`config.mk`:
```
export PLATFORM = sky130hd
export DESIGN_NAME = tmw_timer16
export DESIGN_NICKNAME = d
export VERILOG_FILES = /design/src/verilog/tmw_pkg.sv /design/src/verilog/tmw_tick_gen.sv /design/src/verilog/tmw_cap_filter.sv /design/src/verilog/tmw_timer16.sv
export SDC_FILE = /design/constraint.sdc
export NUM_CORES = 1
export LEC_CHECK = 0
export BUFFER_PORTS_ARGS = -buffer_cell sky130_fd_sc_hd__buf_4
export CORE_ASPECT_RATIO = 0.9
export CORE_MARGIN = 2
export CORE_UTILIZATION = 35
export CTS_CLUSTER_DIAMETER = 120
export CTS_CLUSTER_SIZE = 40
export DETAILED_ROUTE_END_ITERATION = 6
export SYNTH_ARGS = -nofsm -noshare
export SYNTH_HDL_FRONTEND = slang
export SYNTH_SLANG_ARGS = --single-unit
export TNS_END_PERCENT = 5
```
`constraint.sdc`:
```
create_clock -name sys_clk_i -period 6.8 [get_ports sys_clk_i]
set_input_delay 0.68 -clock sys_clk_i [delete_from_list [all_inputs] [get_ports sys_clk_i]]
set_output_delay 0.68 -clock sys_clk_i [all_outputs]
set_load 0.02 [all_outputs]
```
`src/verilog/tmw_pkg.sv`:
```
/*
  tmw_pkg: shared constants and carriers for the 16-bit timer block.
  assumes an 8-bit register port with one-cycle strobes and a single clock.
*/
package tmw_pkg;
  // register offsets on the 8-bit register port
  localparam logic [4:0] ADDR_CTRL_A = 5'h00;
  localparam logic [4:0] ADDR_CTRL_B = 5'h01;
  localparam logic [4:0] ADDR_CTRL_C = 5'h02;
  localparam logic [4:0] ADDR_FLAG = 5'h03;
  localparam logic [4:0] ADDR_MASK = 5'h04;
  localparam logic [4:0] ADDR_CNT_L = 5'h08;
  localparam logic [4:0] ADDR_CNT_H = 5'h09;
  localparam logic [4:0] ADDR_CAP_L = 5'h0a;
  localparam logic [4:0] ADDR_CAP_H = 5'h0b;
  localparam logic [4:0] ADDR_CMPA_L = 5'h0c;
  localparam logic [4:0] ADDR_CMPA_H = 5'h0d;
  localparam logic [4:0] ADDR_CMPB_L = 5'h0e;
  localparam logic [4:0] ADDR_CMPB_H = 5'h0f;
  // field positions
  localparam int CS_LSB = 0;
  localparam int WGM2_POS = 3;
  localparam int WGM3_POS = 4;
  localparam int CAP_EDGE_POS = 6;
  localparam int NOISE_POS = 7;
  localparam int FOCB_POS = 6;
  localparam int FOCA_POS = 7;
  localparam int FLG_OVF = 0;
  localparam int FLG_CMPA = 1;
  localparam int FLG_CMPB = 2;
  localparam int FLG_CAP = 5;
  // reset values and fixed counter points
  localparam logic [7:0] CTRL_RST = 8'h00;
  localparam logic [15:0] CNT_BOTTOM = 16'h0000;
  localparam logic [15:0] CNT_MAX = 16'hffff;
  localparam logic [15:0] TOP_8BIT = 16'h00ff;
  localparam logic [15:0] TOP_9BIT = 16'h01ff;
  localparam logic [15:0] TOP_10BIT = 16'h03ff;
  localparam int NOISE_SAMPLES = 4;
  // clock select codes
  localparam logic [2:0] CS_STOP = 3'h0;
  localparam logic [2:0] CS_EXT_FALL = 3'h6;
  localparam logic [2:0] CS_EXT_RISE = 3'h7;
  // register port request
  typedef struct packed {
    logic [4:0] addr;
    logic [7:0] wdata;
    logic wr;
    logic rd;
  } tmw_req_s;
endpackage

```
`src/verilog/tmw_tick_gen.sv`:
```
/*
  tmw_tick_gen: clock select, prescaler taps and external pin edge detection.
  assumes the external pin is already synchronous to sys_clk_i.
*/
`timescale 1ns/1ps
module tmw_tick_gen (
  // clock and reset
  input wire logic sys_clk_i,
  input wire logic rst_i,
  // control
  input wire logic [2:0] clk_sel_i,
  input wire logic ext_count_pin_i,
  // tick out
  output logic timer_tick_o
);
  import tmw_pkg::*;

  logic [9:0] pre; // free running prescaler
  logic [9:0] next_pre;
  logic pin_d; // last pin sample for edge detect
  logic tick;
  logic next_tick;

  // pick the tick source; stop code yields no ticks at all
  always_comb begin
    next_pre = pre + 10'h001;
    next_tick = 1'b0;
    case (clk_sel_i)
      3'h1: next_tick = 1'b1;
      3'h2: next_tick = (pre[2:0] == 3'h7);
      3'h3: next_tick = (pre[5:0] == 6'h3f);
      3'h4: next_tick = (pre[7:0] == 8'hff);
      3'h5: next_tick = (pre == 10'h3ff);
      CS_EXT_FALL: next_tick = pin_d & ~ext_count_pin_i;
      CS_EXT_RISE: next_tick = ~pin_d & ext_count_pin_i;
      default: next_tick = 1'b0;
    endcase
  end

  // register prescaler, pin sample and tick
  always_ff @(posedge sys_clk_i or posedge rst_i) begin
    if (rst_i) begin
      pre <= 10'h000;
      pin_d <= 1'b0;
      tick <= 1'b0;
    end else begin
      pre <= next_pre;
      pin_d <= ext_count_pin_i;
      tick <= next_tick;
    end
  end

  assign timer_tick_o = tick;
endmodule

```
`src/verilog/tmw_cap_filter.sv`:
```
/*
  tmw_cap_filter: optional noise filter and edge detector for the capture trigger.
  assumes the trigger input is synchronous to sys_clk_i.
*/
`timescale 1ns/1ps
module tmw_cap_filter (
  // clock and reset
  input wire logic sys_clk_i,
  input wire logic rst_i,
  // control
  input wire logic filt_en_i,
  input wire logic rise_i,
  input wire logic trig_i,
  // event
  output logic event_o
);
  import tmw_pkg::*;

  logic [NOISE_SAMPLES-1:0] hist; // recent samples
  logic [NOISE_SAMPLES-1:0] next_hist;
  logic level; // filtered level
  logic next_level;
  logic evt;
  logic next_evt;

  // filter needs all samples equal before the level moves
  always_comb begin
    next_hist = {hist[NOISE_SAMPLES-2:0], trig_i};
    next_level = level;
    if (!filt_en_i) begin
      next_level = trig_i;
    end else if (&hist) begin
      next_level = 1'b1;
    end else if (~|hist) begin
      next_level = 1'b0;
    end
    next_evt = rise_i ? (next_level & ~level) : (~next_level & level);
  end

  // register filter state
  always_ff @(posedge sys_clk_i or posedge rst_i) begin
    if (rst_i) begin
      hist <= '0;
      level <= 1'b0;
      evt <= 1'b0;
    end else begin
      hist <= next_hist;
      level <= next_level;
      evt <= next_evt;
    end
  end

  assign event_o = evt;
endmodule

```
`src/verilog/tmw_timer16.sv`:
```
/*
  tmw_timer16: 16-bit timer with byte-wide register access through one
  shared high-byte holding register, two buffered compares and a capture.
  assumes a register master with one-cycle strobes and inputs synchronous
  to sys_clk_i; the power-off bit is held outside and arrives as a level.
*/
// What this block does
// - 16-bit data registers, direct 8-bit controls
// - every request flagged and individually masked
// - clock select internal or pin edge; stop
// - buffered compares matched continuously, set flags
// - capture latches count on filtered edge event
// - top from fixed values, compare A, capture
// - compare A as top: no pwm, buffered except in mode 4
// - bottom at zero, max at all ones
// - one shared 8-bit high-byte holding register
// - only low-byte access moves 16 bits
// - low write loads holding and low together
// - counter and capture low reads copy high into holding
// - compare high reads bypass holding register
// - low mode bits keep legacy positions
// - force bits in ctrl c, mode3 in b
// - high-byte location maps to holding register
// - counter write beats clear and count
`timescale 1ns/1ps
module tmw_timer16 (
  // clock and reset
  input wire logic sys_clk_i,
  input wire logic rst_i,
  // register port
  input wire tmw_pkg::tmw_req_s req_i,
  output logic [7:0] rdata_o,
  // pins and power
  input wire logic timer_power_off_bit_i,
  input wire logic ext_count_pin_i,
  input wire logic capture_pin_i,
  input wire logic comparator_i,
  input wire logic cap_from_comp_i,
  // outputs
  output logic wave_out_a_o,
  output logic wave_out_b_o,
  output logic irq_o
);
  import tmw_pkg::*;

  logic [7:0] ctrl_reg_a; // mode bits 1:0 in legacy pwm positions
  logic [7:0] ctrl_reg_b; // clock select, mode bits 3:2, capture options
  logic [7:0] timer_flag_reg;
  logic [7:0] timer_mask_reg;
  logic [15:0] count_value;
  logic [15:0] compare_reg_a; // buffer written by software
  logic [15:0] compare_reg_b;
  logic [15:0] cmp_a_act; // active copies used by the comparator
  logic [15:0] cmp_b_act;
  logic [15:0] capture_reg;
  logic [7:0] hold_hi; // shared high-byte holding register
  logic [7:0] rdata;
  logic wave_a;
  logic wave_b;
  logic irq;
  logic [7:0] next_ctrl_a, next_ctrl_b, next_flag, next_mask, next_hold, next_rdata;
  logic [15:0] next_count, next_cmpa, next_cmpb, next_cmpa_act, next_cmpb_act;
  logic [15:0] next_cap;
  logic next_wave_a, next_wave_b, next_irq;
  logic tick, cap_evt, run;
  logic [3:0] mode;
  logic [15:0] top;
  logic at_top, at_bottom, at_max, match_a, match_b;

  // decode a byte access: true when strobe hits address
  function automatic logic hit(input logic strobe, input logic [4:0] a, input logic [4:0] t);
    return strobe && (a == t);
  endfunction

  // waveform mode: bits 1:0 from ctrl a, bits 3:2 from ctrl b
  assign mode = {ctrl_reg_b[WGM3_POS], ctrl_reg_b[WGM2_POS], ctrl_reg_a[1:0]};
  assign run = ~timer_power_off_bit_i;

  tmw_tick_gen u_tick (
    .sys_clk_i(sys_clk_i),
    .rst_i(rst_i),
    .clk_sel_i(run ? ctrl_reg_b[CS_LSB +: 3] : CS_STOP),
    .ext_count_pin_i(ext_count_pin_i),
    .timer_tick_o(tick)
  );

  tmw_cap_filter u_cap (
    .sys_clk_i(sys_clk_i),
    .rst_i(rst_i),
    .filt_en_i(ctrl_reg_b[NOISE_POS]),
    .rise_i(ctrl_reg_b[CAP_EDGE_POS]),
    .trig_i(cap_from_comp_i ? comparator_i : capture_pin_i),
    .event_o(cap_evt)
  );

  // top selection by mode
  always_comb begin
    case (mode)
      4'h1, 4'h5: top = TOP_8BIT;
      4'h2, 4'h6: top = TOP_9BIT;
      4'h3, 4'h7: top = TOP_10BIT;
      4'h4, 4'h9, 4'hb, 4'hf: top = cmp_a_act;
      4'h8, 4'ha, 4'hc, 4'he: top = capture_reg;
      default: top = CNT_MAX;
    endcase
  end

  assign at_top = (count_value == top);
  assign at_bottom = (count_value == CNT_BOTTOM);
  assign at_max = (count_value == CNT_MAX);
  assign match_a = (count_value == cmp_a_act);
  assign match_b = (count_value == cmp_b_act);

  // registers, counter, byte access and flags
  always_comb begin
    next_ctrl_a = ctrl_reg_a;
    next_ctrl_b = ctrl_reg_b;
    next_mask = timer_mask_reg;
    next_flag = timer_flag_reg;
    next_hold = hold_hi;
    next_cmpa = compare_reg_a;
    next_cmpb = compare_reg_b;
    next_cmpa_act = cmp_a_act;
    next_cmpb_act = cmp_b_act;
    next_cap = capture_reg;
    next_count = count_value;
    next_wave_a = wave_a;
    next_wave_b = wave_b;
    next_rdata = 8'h00;
    // flag clear by writing one comes first, so any event set below wins
    if (hit(req_i.wr, req_i.addr, ADDR_FLAG)) begin
      next_flag = timer_flag_reg & ~req_i.wdata;
    end
    // counting: up with wrap at top; compare copies refresh at top
    if (tick) begin
      if (at_top) begin
        next_count = CNT_BOTTOM;
        next_cmpa_act = compare_reg_a;
        next_cmpb_act = compare_reg_b;
        next_flag[FLG_OVF] = 1'b1;
      end else begin
        next_count = count_value + 16'h0001;
      end
    end
    // non-pwm modes take new compare values at once
    if (mode == 4'h0 || mode == 4'h4 || mode == 4'hc) begin
      next_cmpa_act = compare_reg_a;
      next_cmpb_act = compare_reg_b;
    end
    // compare matches while counting, or forced by software
    if (tick && match_a) begin
      next_flag[FLG_CMPA] = 1'b1;
      next_wave_a = (top == cmp_a_act && mode[0]) ? 1'b0 : ~wave_a;
    end
    if (tick && match_b) begin
      next_flag[FLG_CMPB] = 1'b1;
      next_wave_b = ~wave_b;
    end
    if (hit(req_i.wr, req_i.addr, ADDR_CTRL_C)) begin
      if (req_i.wdata[FOCA_POS]) next_wave_a = ~wave_a;
      if (req_i.wdata[FOCB_POS]) next_wave_b = ~wave_b;
    end
    // capture latches the live count
    if (cap_evt) begin
      next_cap = count_value;
      next_flag[FLG_CAP] = 1'b1;
    end
    // control registers: plain 8-bit access
    if (hit(req_i.wr, req_i.addr, ADDR_CTRL_A)) next_ctrl_a = req_i.wdata;
    if (hit(req_i.wr, req_i.addr, ADDR_CTRL_B)) next_ctrl_b = req_i.wdata;
    if (hit(req_i.wr, req_i.addr, ADDR_MASK)) next_mask = req_i.wdata;
    // high-byte writes only fill the holding register
    if (req_i.wr && (req_i.addr == ADDR_CNT_H || req_i.addr == ADDR_CAP_H ||
        req_i.addr == ADDR_CMPA_H || req_i.addr == ADDR_CMPB_H)) begin
      next_hold = req_i.wdata;
    end
    // low-byte writes move all 16 bits at once
    if (hit(req_i.wr, req_i.addr, ADDR_CNT_L)) next_count = {hold_hi, req_i.wdata};
    if (hit(req_i.wr, req_i.addr, ADDR_CMPA_L)) next_cmpa = {hold_hi, req_i.wdata};
    if (hit(req_i.wr, req_i.addr, ADDR_CMPB_L)) next_cmpb = {hold_hi, req_i.wdata};
    // capture is top only in modes 8, a, c and e; elsewhere the write is dropped
    if (hit(req_i.wr, req_i.addr, ADDR_CAP_L) && mode[3] && !mode[0]) begin
      next_cap = {hold_hi, req_i.wdata};
    end
    // reads: data one cycle later from rdata
    if (req_i.rd) begin
      if (req_i.addr == ADDR_CTRL_A) begin
        next_rdata = ctrl_reg_a;
      end else if (req_i.addr == ADDR_CTRL_B) begin
        next_rdata = ctrl_reg_b;
      end else if (req_i.addr == ADDR_FLAG) begin
        next_rdata = timer_flag_reg;
      end else if (req_i.addr == ADDR_MASK) begin
        next_rdata = timer_mask_reg;
      end else if (req_i.addr == ADDR_CNT_L) begin
        next_rdata = count_value[7:0];
        next_hold = count_value[15:8];
      end else if (req_i.addr == ADDR_CAP_L) begin
        next_rdata = capture_reg[7:0];
        next_hold = capture_reg[15:8];
      end else if (req_i.addr == ADDR_CMPA_L) begin
        next_rdata = compare_reg_a[7:0];
      end else if (req_i.addr == ADDR_CMPB_L) begin
        next_rdata = compare_reg_b[7:0];
      end else if (req_i.addr == ADDR_CMPA_H) begin
        next_rdata = compare_reg_a[15:8];
      end else if (req_i.addr == ADDR_CMPB_H) begin
        next_rdata = compare_reg_b[15:8];
      end else if (req_i.addr == ADDR_CNT_H || req_i.addr == ADDR_CAP_H) begin
        next_rdata = hold_hi;
      end else begin
        next_rdata = 8'h00; // unmapped and ctrl c read as zero
      end
    end
    next_irq = |(next_flag & next_mask);
  end

  // register everything
  always_ff @(posedge sys_clk_i or posedge rst_i) begin
    if (rst_i) begin
      ctrl_reg_a <= CTRL_RST;
      ctrl_reg_b <= CTRL_RST;
      timer_flag_reg <= CTRL_RST;
      timer_mask_reg <= CTRL_RST;
      hold_hi <= CTRL_RST;
      count_value <= CNT_BOTTOM;
      compare_reg_a <= CNT_BOTTOM;
      compare_reg_b <= CNT_BOTTOM;
      cmp_a_act <= CNT_BOTTOM;
      cmp_b_act <= CNT_BOTTOM;
      capture_reg <= CNT_BOTTOM;
      rdata <= CTRL_RST;
      wave_a <= 1'b0;
      wave_b <= 1'b0;
      irq <= 1'b0;
    end else begin
      ctrl_reg_a <= next_ctrl_a;
      ctrl_reg_b <= next_ctrl_b;
      timer_flag_reg <= next_flag;
      timer_mask_reg <= next_mask;
      hold_hi <= next_hold;
      count_value <= next_count;
      compare_reg_a <= next_cmpa;
      compare_reg_b <= next_cmpb;
      cmp_a_act <= next_cmpa_act;
      cmp_b_act <= next_cmpb_act;
      capture_reg <= next_cap;
      rdata <= next_rdata;
      wave_a <= next_wave_a;
      wave_b <= next_wave_b;
      irq <= next_irq;
    end
  end

  assign rdata_o = rdata;
  assign wave_out_a_o = wave_a;
  assign wave_out_b_o = wave_b;
  assign irq_o = irq;

  // low write loads holding byte and data together
  low_write_a: assert property (@(posedge sys_clk_i) disable iff (rst_i)
    hit(req_i.wr, req_i.addr, ADDR_CMPA_L) |=> compare_reg_a == {$past(hold_hi), $past(req_i.wdata)})
    else $error("compare a low write did not merge holding byte");
  // high write alone changes no 16-bit register
  high_only_a: assert property (@(posedge sys_clk_i) disable iff (rst_i)
    hit(req_i.wr, req_i.addr, ADDR_CMPB_H) |=> $stable(compare_reg_b) && hold_hi == $past(req_i.wdata))
    else $error("high write touched a 16-bit register");
  // low read snapshots high byte
  low_read_a: assert property (@(posedge sys_clk_i) disable iff (rst_i)
    hit(req_i.rd, req_i.addr, ADDR_CNT_L) |=> hold_hi == $past(count_value[15:8]))
    else $error("low read did not snapshot high byte");
  // compare high read bypasses holding register
  cmp_hi_read_a: assert property (@(posedge sys_clk_i) disable iff (rst_i)
    hit(req_i.rd, req_i.addr, ADDR_CMPA_H) |=> rdata_o == $past(compare_reg_a[15:8]) && $stable(hold_hi))
    else $error("compare high read used holding register");
  // counter high location reads holding register
  cnt_hi_read_a: assert property (@(posedge sys_clk_i) disable iff (rst_i)
    hit(req_i.rd, req_i.addr, ADDR_CNT_H) |=> rdata_o == $past(hold_hi))
    else $error("counter high read not from holding register");
  // counter write wins over counting
  cnt_write_a: assert property (@(posedge sys_clk_i) disable iff (rst_i)
    hit(req_i.wr, req_i.addr, ADDR_CNT_L) |=> count_value == {$past(hold_hi), $past(req_i.wdata)})
    else $error("counter write lost to count");
  // stopped clock keeps the count
  stop_hold_a: assert property (@(posedge sys_clk_i) disable iff (rst_i)
    (ctrl_reg_b[2:0] == CS_STOP && $past(ctrl_reg_b[2:0]) == CS_STOP && !req_i.wr)
    |=> $stable(count_value))
    else $error("counter moved with no clock source");
  // capture event latches count and flags
  capture_a: assert property (@(posedge sys_clk_i) disable iff (rst_i)
    cap_evt |=> capture_reg == $past(count_value) && timer_flag_reg[FLG_CAP])
    else $error("capture did not latch the count");
  // compare match sets flag
  match_flag_a: assert property (@(posedge sys_clk_i) disable iff (rst_i)
    tick && match_a |=> timer_flag_reg[FLG_CMPA])
    else $error("compare match a flag not set");
  // interrupt follows masked flags
  irq_mask_a: assert property (@(posedge sys_clk_i) disable iff (rst_i)
    irq_o == |(timer_flag_reg & timer_mask_reg))
    else $error("interrupt not equal masked flags");
  // a wrap at top lands on bottom unless the counter low byte is written in that cycle
  wrap_bottom_a: assert property (@(posedge sys_clk_i) disable iff (rst_i)
    tick && at_top && !hit(req_i.wr, req_i.addr, ADDR_CNT_L) |=> at_bottom)
    else $error("wrap at top did not land on bottom");
  // in normal mode a tick at max raises the overflow flag
  max_ovf_a: assert property (@(posedge sys_clk_i) disable iff (rst_i)
    tick && at_max && mode == 4'h0 |=> timer_flag_reg[FLG_OVF])
    else $error("tick at max did not raise overflow");
endmodule

```
Word level (Yosys, flattened, before mapping)
Index checks and enable logic that the tools add are counted.
W data, S select, Z words.
Storage, ports and cells
  flip-flop bits (word level): 165
  bits in latches: 0
  RAM bits: 0
  bits in read-only memories: 0
  memories: 0
Cells by class
  $add $sub $neg: 2
  $mul: 0
  divide/modulo/power cells: 0
  $lt $le $gt $ge: 0
  equality and inequality tests: 41
  shift operators: 0
  muxes and demuxes: 53
  bitwise gates (word level): 13
  reductions and logical operators: 36
Operators with widths (number)
  $mux W16: 11
  $mux W8: 22
  $pmux W16 S5: 1
  $eq A16 B16 Y1: 4
  $eq A5 B4 Y1 const B: 8
  $eq A4 B4 Y1 const B: 7
  $mux W1: 17
  $add A16 B1 Y16 const B: 1
  $and A8 B8 Y8: 2
  $eq A4 B3 Y1 const B: 4
  $eq A3 B3 Y1 const B: 5
  $logic_and A1 B1 Y1: 15
  $reduce_or A4 Y1: 3
  $add A10 B1 Y10 const B: 1
  $eq A10 B10 Y1 const B: 1
  $eq A5 B2 Y1 const B: 2
  $eq A4 B2 Y1 const B: 2
  $eq A8 B8 Y1 const B: 1
  $not A8 Y8: 1
  $reduce_bool A2 Y1: 4
  $reduce_or A8 Y1: 1
  $pmux W1 S7: 1
  $eq A3 B2 Y1 const B: 2
  $eq A6 B6 Y1 const B: 1
  14 further kinds: 28

Logic depth before layout (Yosys ltp)
  word-level depth: 14
  gate-level depth with buffers: 12
  gate-level depth less buffers: 8

Hierarchy
From an unflattened synthesis, not the netlist that was laid out.
Unflattened totals
  cell total of the unflattened synthesis: 880
  area, all modules: 9077.5 um2
By module, submodules not included
  tmw_timer16: times used 1, cells each 815, area an instance 8313.0 um2, seq. area each 3678.5 um2
  tmw_tick_gen: times used 1, cells each 46, area an instance 518.0 um2, seq. area each 300.3 um2
  tmw_cap_filter: times used 1, cells each 19, area an instance 246.5 um2, seq. area each 150.1 um2

Worst setup path before layout
Ideal clock, no wire load.
  path type: reg-to-reg
  start: reg ctrl_reg_b[4]
  end: reg cmp_a_act[0]
  library setup time: 125 ps
  data arrival time: 2811 ps
  data required time: 6675 ps
  slack: 3864 ps
  stages on the path, launching flop included: 11
  buffers on the path: 2
  clock period less this slack: 2936 ps
  cell sequence: dfrtp_1 or4b_1 buf_2 o21ai_1 a21oi_1 or4_4 nor4_4 nand3_1 o21a_4 buf_6 mux2_4
On the way
  longest elaborated chain between the ends: 6
  elaborated cells between the ends (all ways): 28
  classes of those cells: eq/ne (15); mux (2); reduce/logical (11)
Ends and longest elaborated chain
  from (decl): RTL line tmw_timer16.sv:47  | logic [7:0] ctrl_reg_b;
  from (signal assigned): RTL line tmw_timer16.sv:238  | ctrl_reg_b <= next_ctrl_b;
  $eq A4 B4 Y1 (tied with other cells): RTL line tmw_timer16.sv:98, tmw_timer16.sv:146
  $reduce_or A4 Y1 or $reduce_or A2 Y1 (tied branches): RTL line tmw_timer16.sv:98  | case (mode)
  $pmux W16 S5: RTL line tmw_timer16.sv:98
  $eq A16 B16 Y1: RTL line tmw_timer16.sv:108  | assign at_top = (count_value == top);
  $reduce_bool A2 Y1 (no source line)
  $reduce_and A2 Y1 (no source line)
  to (signal assigned): RTL line tmw_timer16.sv:245  | cmp_a_act <= next_cmpa_act;
  to (decl): RTL line tmw_timer16.sv:53  | logic [15:0] cmp_a_act;
Several ways; a longest one is shown, not always the timed one.
A chain may end at the register's enable or synchronous reset.

Final worst setup path
  start: reg ctrl_reg_b[3]
  end: reg irq, in the netlist irq_o
On the way
  longest elaborated chain between the ends: 8
  elaborated cells between the ends (all ways): 25
  classes of those cells: eq/ne (15); mux (3); bitwise (1); reduce/logical (6)
Ends and longest elaborated chain
  $eq A4 B4 Y1 (tied with other cells): RTL line tmw_timer16.sv:98
  $reduce_or A4 Y1 or $reduce_or A2 Y1 (tied branches): RTL line tmw_timer16.sv:98
  $pmux W16 S5 (*): RTL line tmw_timer16.sv:98
  $eq A16 B16 Y1 (*): RTL line tmw_timer16.sv:108
  $mux W1 (*): RTL line tmw_timer16.sv:136  | if (at_top) begin
  $mux W1 (*): RTL line tmw_timer16.sv:135  | if (tick) begin
  named net next_flag[0]: RTL line tmw_timer16.sv:61  | logic [7:0] next_ctrl_a, next_ctrl_b, next_flag, next_mask, next_hold, next_rdata;
  $and A8 B8 Y8 (*): RTL line tmw_timer16.sv:215  | next_irq = |(next_flag & next_mask);
  $reduce_or A8 Y1 (*): RTL line tmw_timer16.sv:215
  named net next_irq: RTL line tmw_timer16.sv:64  | logic next_wave_a, next_wave_b, next_irq;
  to (signal assigned): RTL line tmw_timer16.sv:251  | irq <= next_irq;
  to (decl): RTL line tmw_timer16.sv:60  | logic irq;
Mark *: on every way through the listed nets, which the timed path passes. The rest lies on a longest branch.

==> results.ini <==
[clocking]
cts_tree=yes
cts_resized=0
cts.sinks=165
cts_setup_buffers=0
clock_path_buffers=2
cts.hold.buffers_added=0
clk_latency_ns=0.44
h-tree-depth=4
cts.clk_slew.worst_paths_ns=0.07
cts-buffers-inserted=17
root_buffer=clkbuf_16

[power]
powerDensity_nw_per_um2=382
clkPwrFrac_pct=25.5
power.share.combinational_pct=30.4
pwr-share-seq_pct=44.1
p_leak_nw=4.27
max-vdd-ir-drop_v=0.000203
total_power_w=0.00385
switching_power_w=0.00147
internal_power_w=0.00239
swShare_pct=38.0

[synthesis]
syn-instance-count=891
ys_async_sr_fraction_pct=100
ys_top_cells_by_count=dfrtp_1 (165), nand2_1 (72), mux2_2 (56)
synth.avg_cell_area_sq_um=10.2
synth_top_area_share_pct=45.6
ys_ff_latch=165
synthTopCellsByArea=dfrtp_1 (46%), mux2_2 (7.0%), mux2_4 (5.0%)
yosysWarnings=0
ys_dominant_reg_cell=dfrtp_1
synth_edf_count=0
yosysUniqueCellTypes=66
syn_area_sq_um=9060
synth_most_common_cell=dfrtp_1
synth_nets=916
yosys.area.top_type=dfrtp_1
ys_seq_area_share_pct=45.6

[floorplan]
initial_core_util_pct=35.8
core-area_sq_um=25300
fp.dieH_um=157
dieWidth_um=174
dieArea_sq_um=27200
num_io_pins=33
rows=55

[critical_path]
worstSetupEndpointType=flop
cp_top_family=simple AND/OR/NAND/NOR gates
critical-path-slowest-cell=dfrtp_1
critPathBufInv=0
startpoint_type=flop
cp.required_ns=7.17
critPathMaxStageDelay_ns=0.66
path_class=flop to flop
arrival_ns=4.27
crit_fanout=16
path_cells=nor2b_1 -> o22ai_1 -> and3_1 -> or4_4 -> nor4_1 -> and4_1 -> a21o_1 -> a21o_1
cpMostUsedCell=a21o_1

[flow_run]
cap_violations=0

[final_layout]
diodes=0
layout.nets=904
area_growth_pct=11.3
nFillCells=2498
drive_gt1_share_pct=18.9

[global_routing]
track_usage_pct=20.4
grt_pass1_vias=6914
use_met2_pct=30.4
grtUsageMet3_pct=4.11
grt_max_degree=104
antenna_found_initial=0
grt-ovfl-total=0
top_usage_layer=met2
grt_util_met1_pct=29.3
grt_pass1_wl_um=42100

[min_path]
hold_class=flop to flop

[detailed_routing]
drtPass1Iterations=5
vias_per_cell=5.71
ant_nets=0
drc=0
dr.first_iter.drc_count=820
wl_um=27100
num_vias=7052
post_drt_wl_per_cell_um=22.0

[timing]
max_freq_ghz=0.257
fin_ws_ns=2.90
maxSlewViolCount=0
fin_skew_ns=0.0127
relSlewSlack_pct=32.2
rsz0062_at_grt=no
worst-slew-pin-transition_ns=1.02
timing.setup.tns_ns=0
setup_viol_count_final=0
period_share_pct=57.3
period_minus_slack_ns=3.90
finalHoldViolCount=0

[place]
io_buffers=32
place_congestion=0.925
dp_slack_ns=3.02
hpwl_um=18900

[run_status]
status=complete, no violations

==> routing by layer <==
metal  vias up  share of wire, %
met5         -                 0
met4         0               3.1
met3        51               6.3
met2       273                43
met1      3517                48
li1       3211                 -
==> metrics by stage <==
step,utilization [%],instances,hold WS (ns),instance area [sq um]
floorplan,-,891,0.348,9060
global placement,37.5,1202,0.354,9500
detailed placement,37.5,1202,0.360,9500
CTS,39.8,1234,0.365,10100
global route,39.8,1234,0.357,10100
finish,39.8,1234,0.375,10100
==> final timing paths <==
| kind | from | end | slack [ns] | cells past startpoint |
|---|---|---|---|---|
| max reg2reg | ctrl_reg_b[3] | irq_o | 2.90 | 8 |
| min | u_cap.hist[1] | u_cap.hist[2] | 0.37 | 0 |
| min in group asynchronous | rst_i | u_tick.pre[7] | 0.45 | 2 |
| max | ctrl_reg_b[3] | irq_o | 2.90 | 8 |
| min reg2reg | u_cap.hist[1] | u_cap.hist[2] | 0.37 | 0 |
| max in group asynchronous | rst_i | cmp_b_act[15] | 4.95 | 3 |
==> cells by family (layout without fill, tap and decap cells) <==
group / count (synthesis) / count (layout) / synth area share [%]
and+or+nand+nor: 227 / 227 / 12.8
adders and majority gates: 3 / 3 / 0.414
DFF: 165 / 165 / 45.6
xor gates and xnor gates: 53 / 53 / 5.12
muxes: 121 / 121 / 15.8
buffers and inverters: 103 / 104 / 4.67
AOI/OAI and AO/OA: 219 / 219 / 15.7
==> cell type report <==
cell class	instances	area, sq um	area share (%)
Sequential cell	165	4130	40.9
Timing Repair Buffer	39	293	2.90
Multi-Input combinational cell	623	4520	44.8
Clock inverter	15	168	1.66
Clock buffer	17	425	4.22
Tap cell	342	428	4.24
Inverter	33	129	1.28
==> power groups by stage <==
stage | Combinational (W) | Sequential, W | Clock [W]
CTS | 0.00116 | 0.00168 | 0.000998
global placement | 0.00114 | 0.00169 | 0
floorplan | 0.00102 | 0.00145 | 0
finish | 0.00117 | 0.00170 | 0.000984
global route | 0.00128 | 0.00173 | 0.00104
detailed placement | 0.00115 | 0.00170 | 0
==> layout by cell type, fill, tap and decap left out, types with 3 or more instances in the layout <==
| cell | count |
|---|---|
| dfrtp_1 | 165 |
| nand2_1 | 72 |
| mux2_2 | 56 |
| o21ai_0 | 52 |
| a21oi_1 | 50 |
| nor2_1 | 45 |
| xnor2_1 | 43 |
| buf_4 | 39 |
| mux2i_1 | 33 |
| inv_1 | 32 |
| mux2_4 | 30 |
| nand3_1 | 19 |
| a31oi_1 | 19 |
| clkbuf_16 | 17 |
| nor2b_1 | 15 |
| nand4_1 | 14 |
| a211oi_1 | 14 |
| o31ai_1 | 13 |
| o22ai_1 | 12 |
| o221ai_1 | 11 |
| and3_1 | 11 |
| nand2b_1 | 10 |
| xor2_1 | 10 |
| nor4_1 | 9 |
| a22o_1 | 7 |
| a221oi_1 | 7 |
| a21o_1 | 6 |
| a22oi_1 | 6 |
| inv_6 | 6 |
| nor3_1 | 4 |
| or3_1 | 4 |
| nand3b_1 | 4 |
| or2_2 | 4 |
| clkinv_2 | 4 |
| ha_1 | 3 |
No activity file was read; power rests on OpenSTA's default activity.
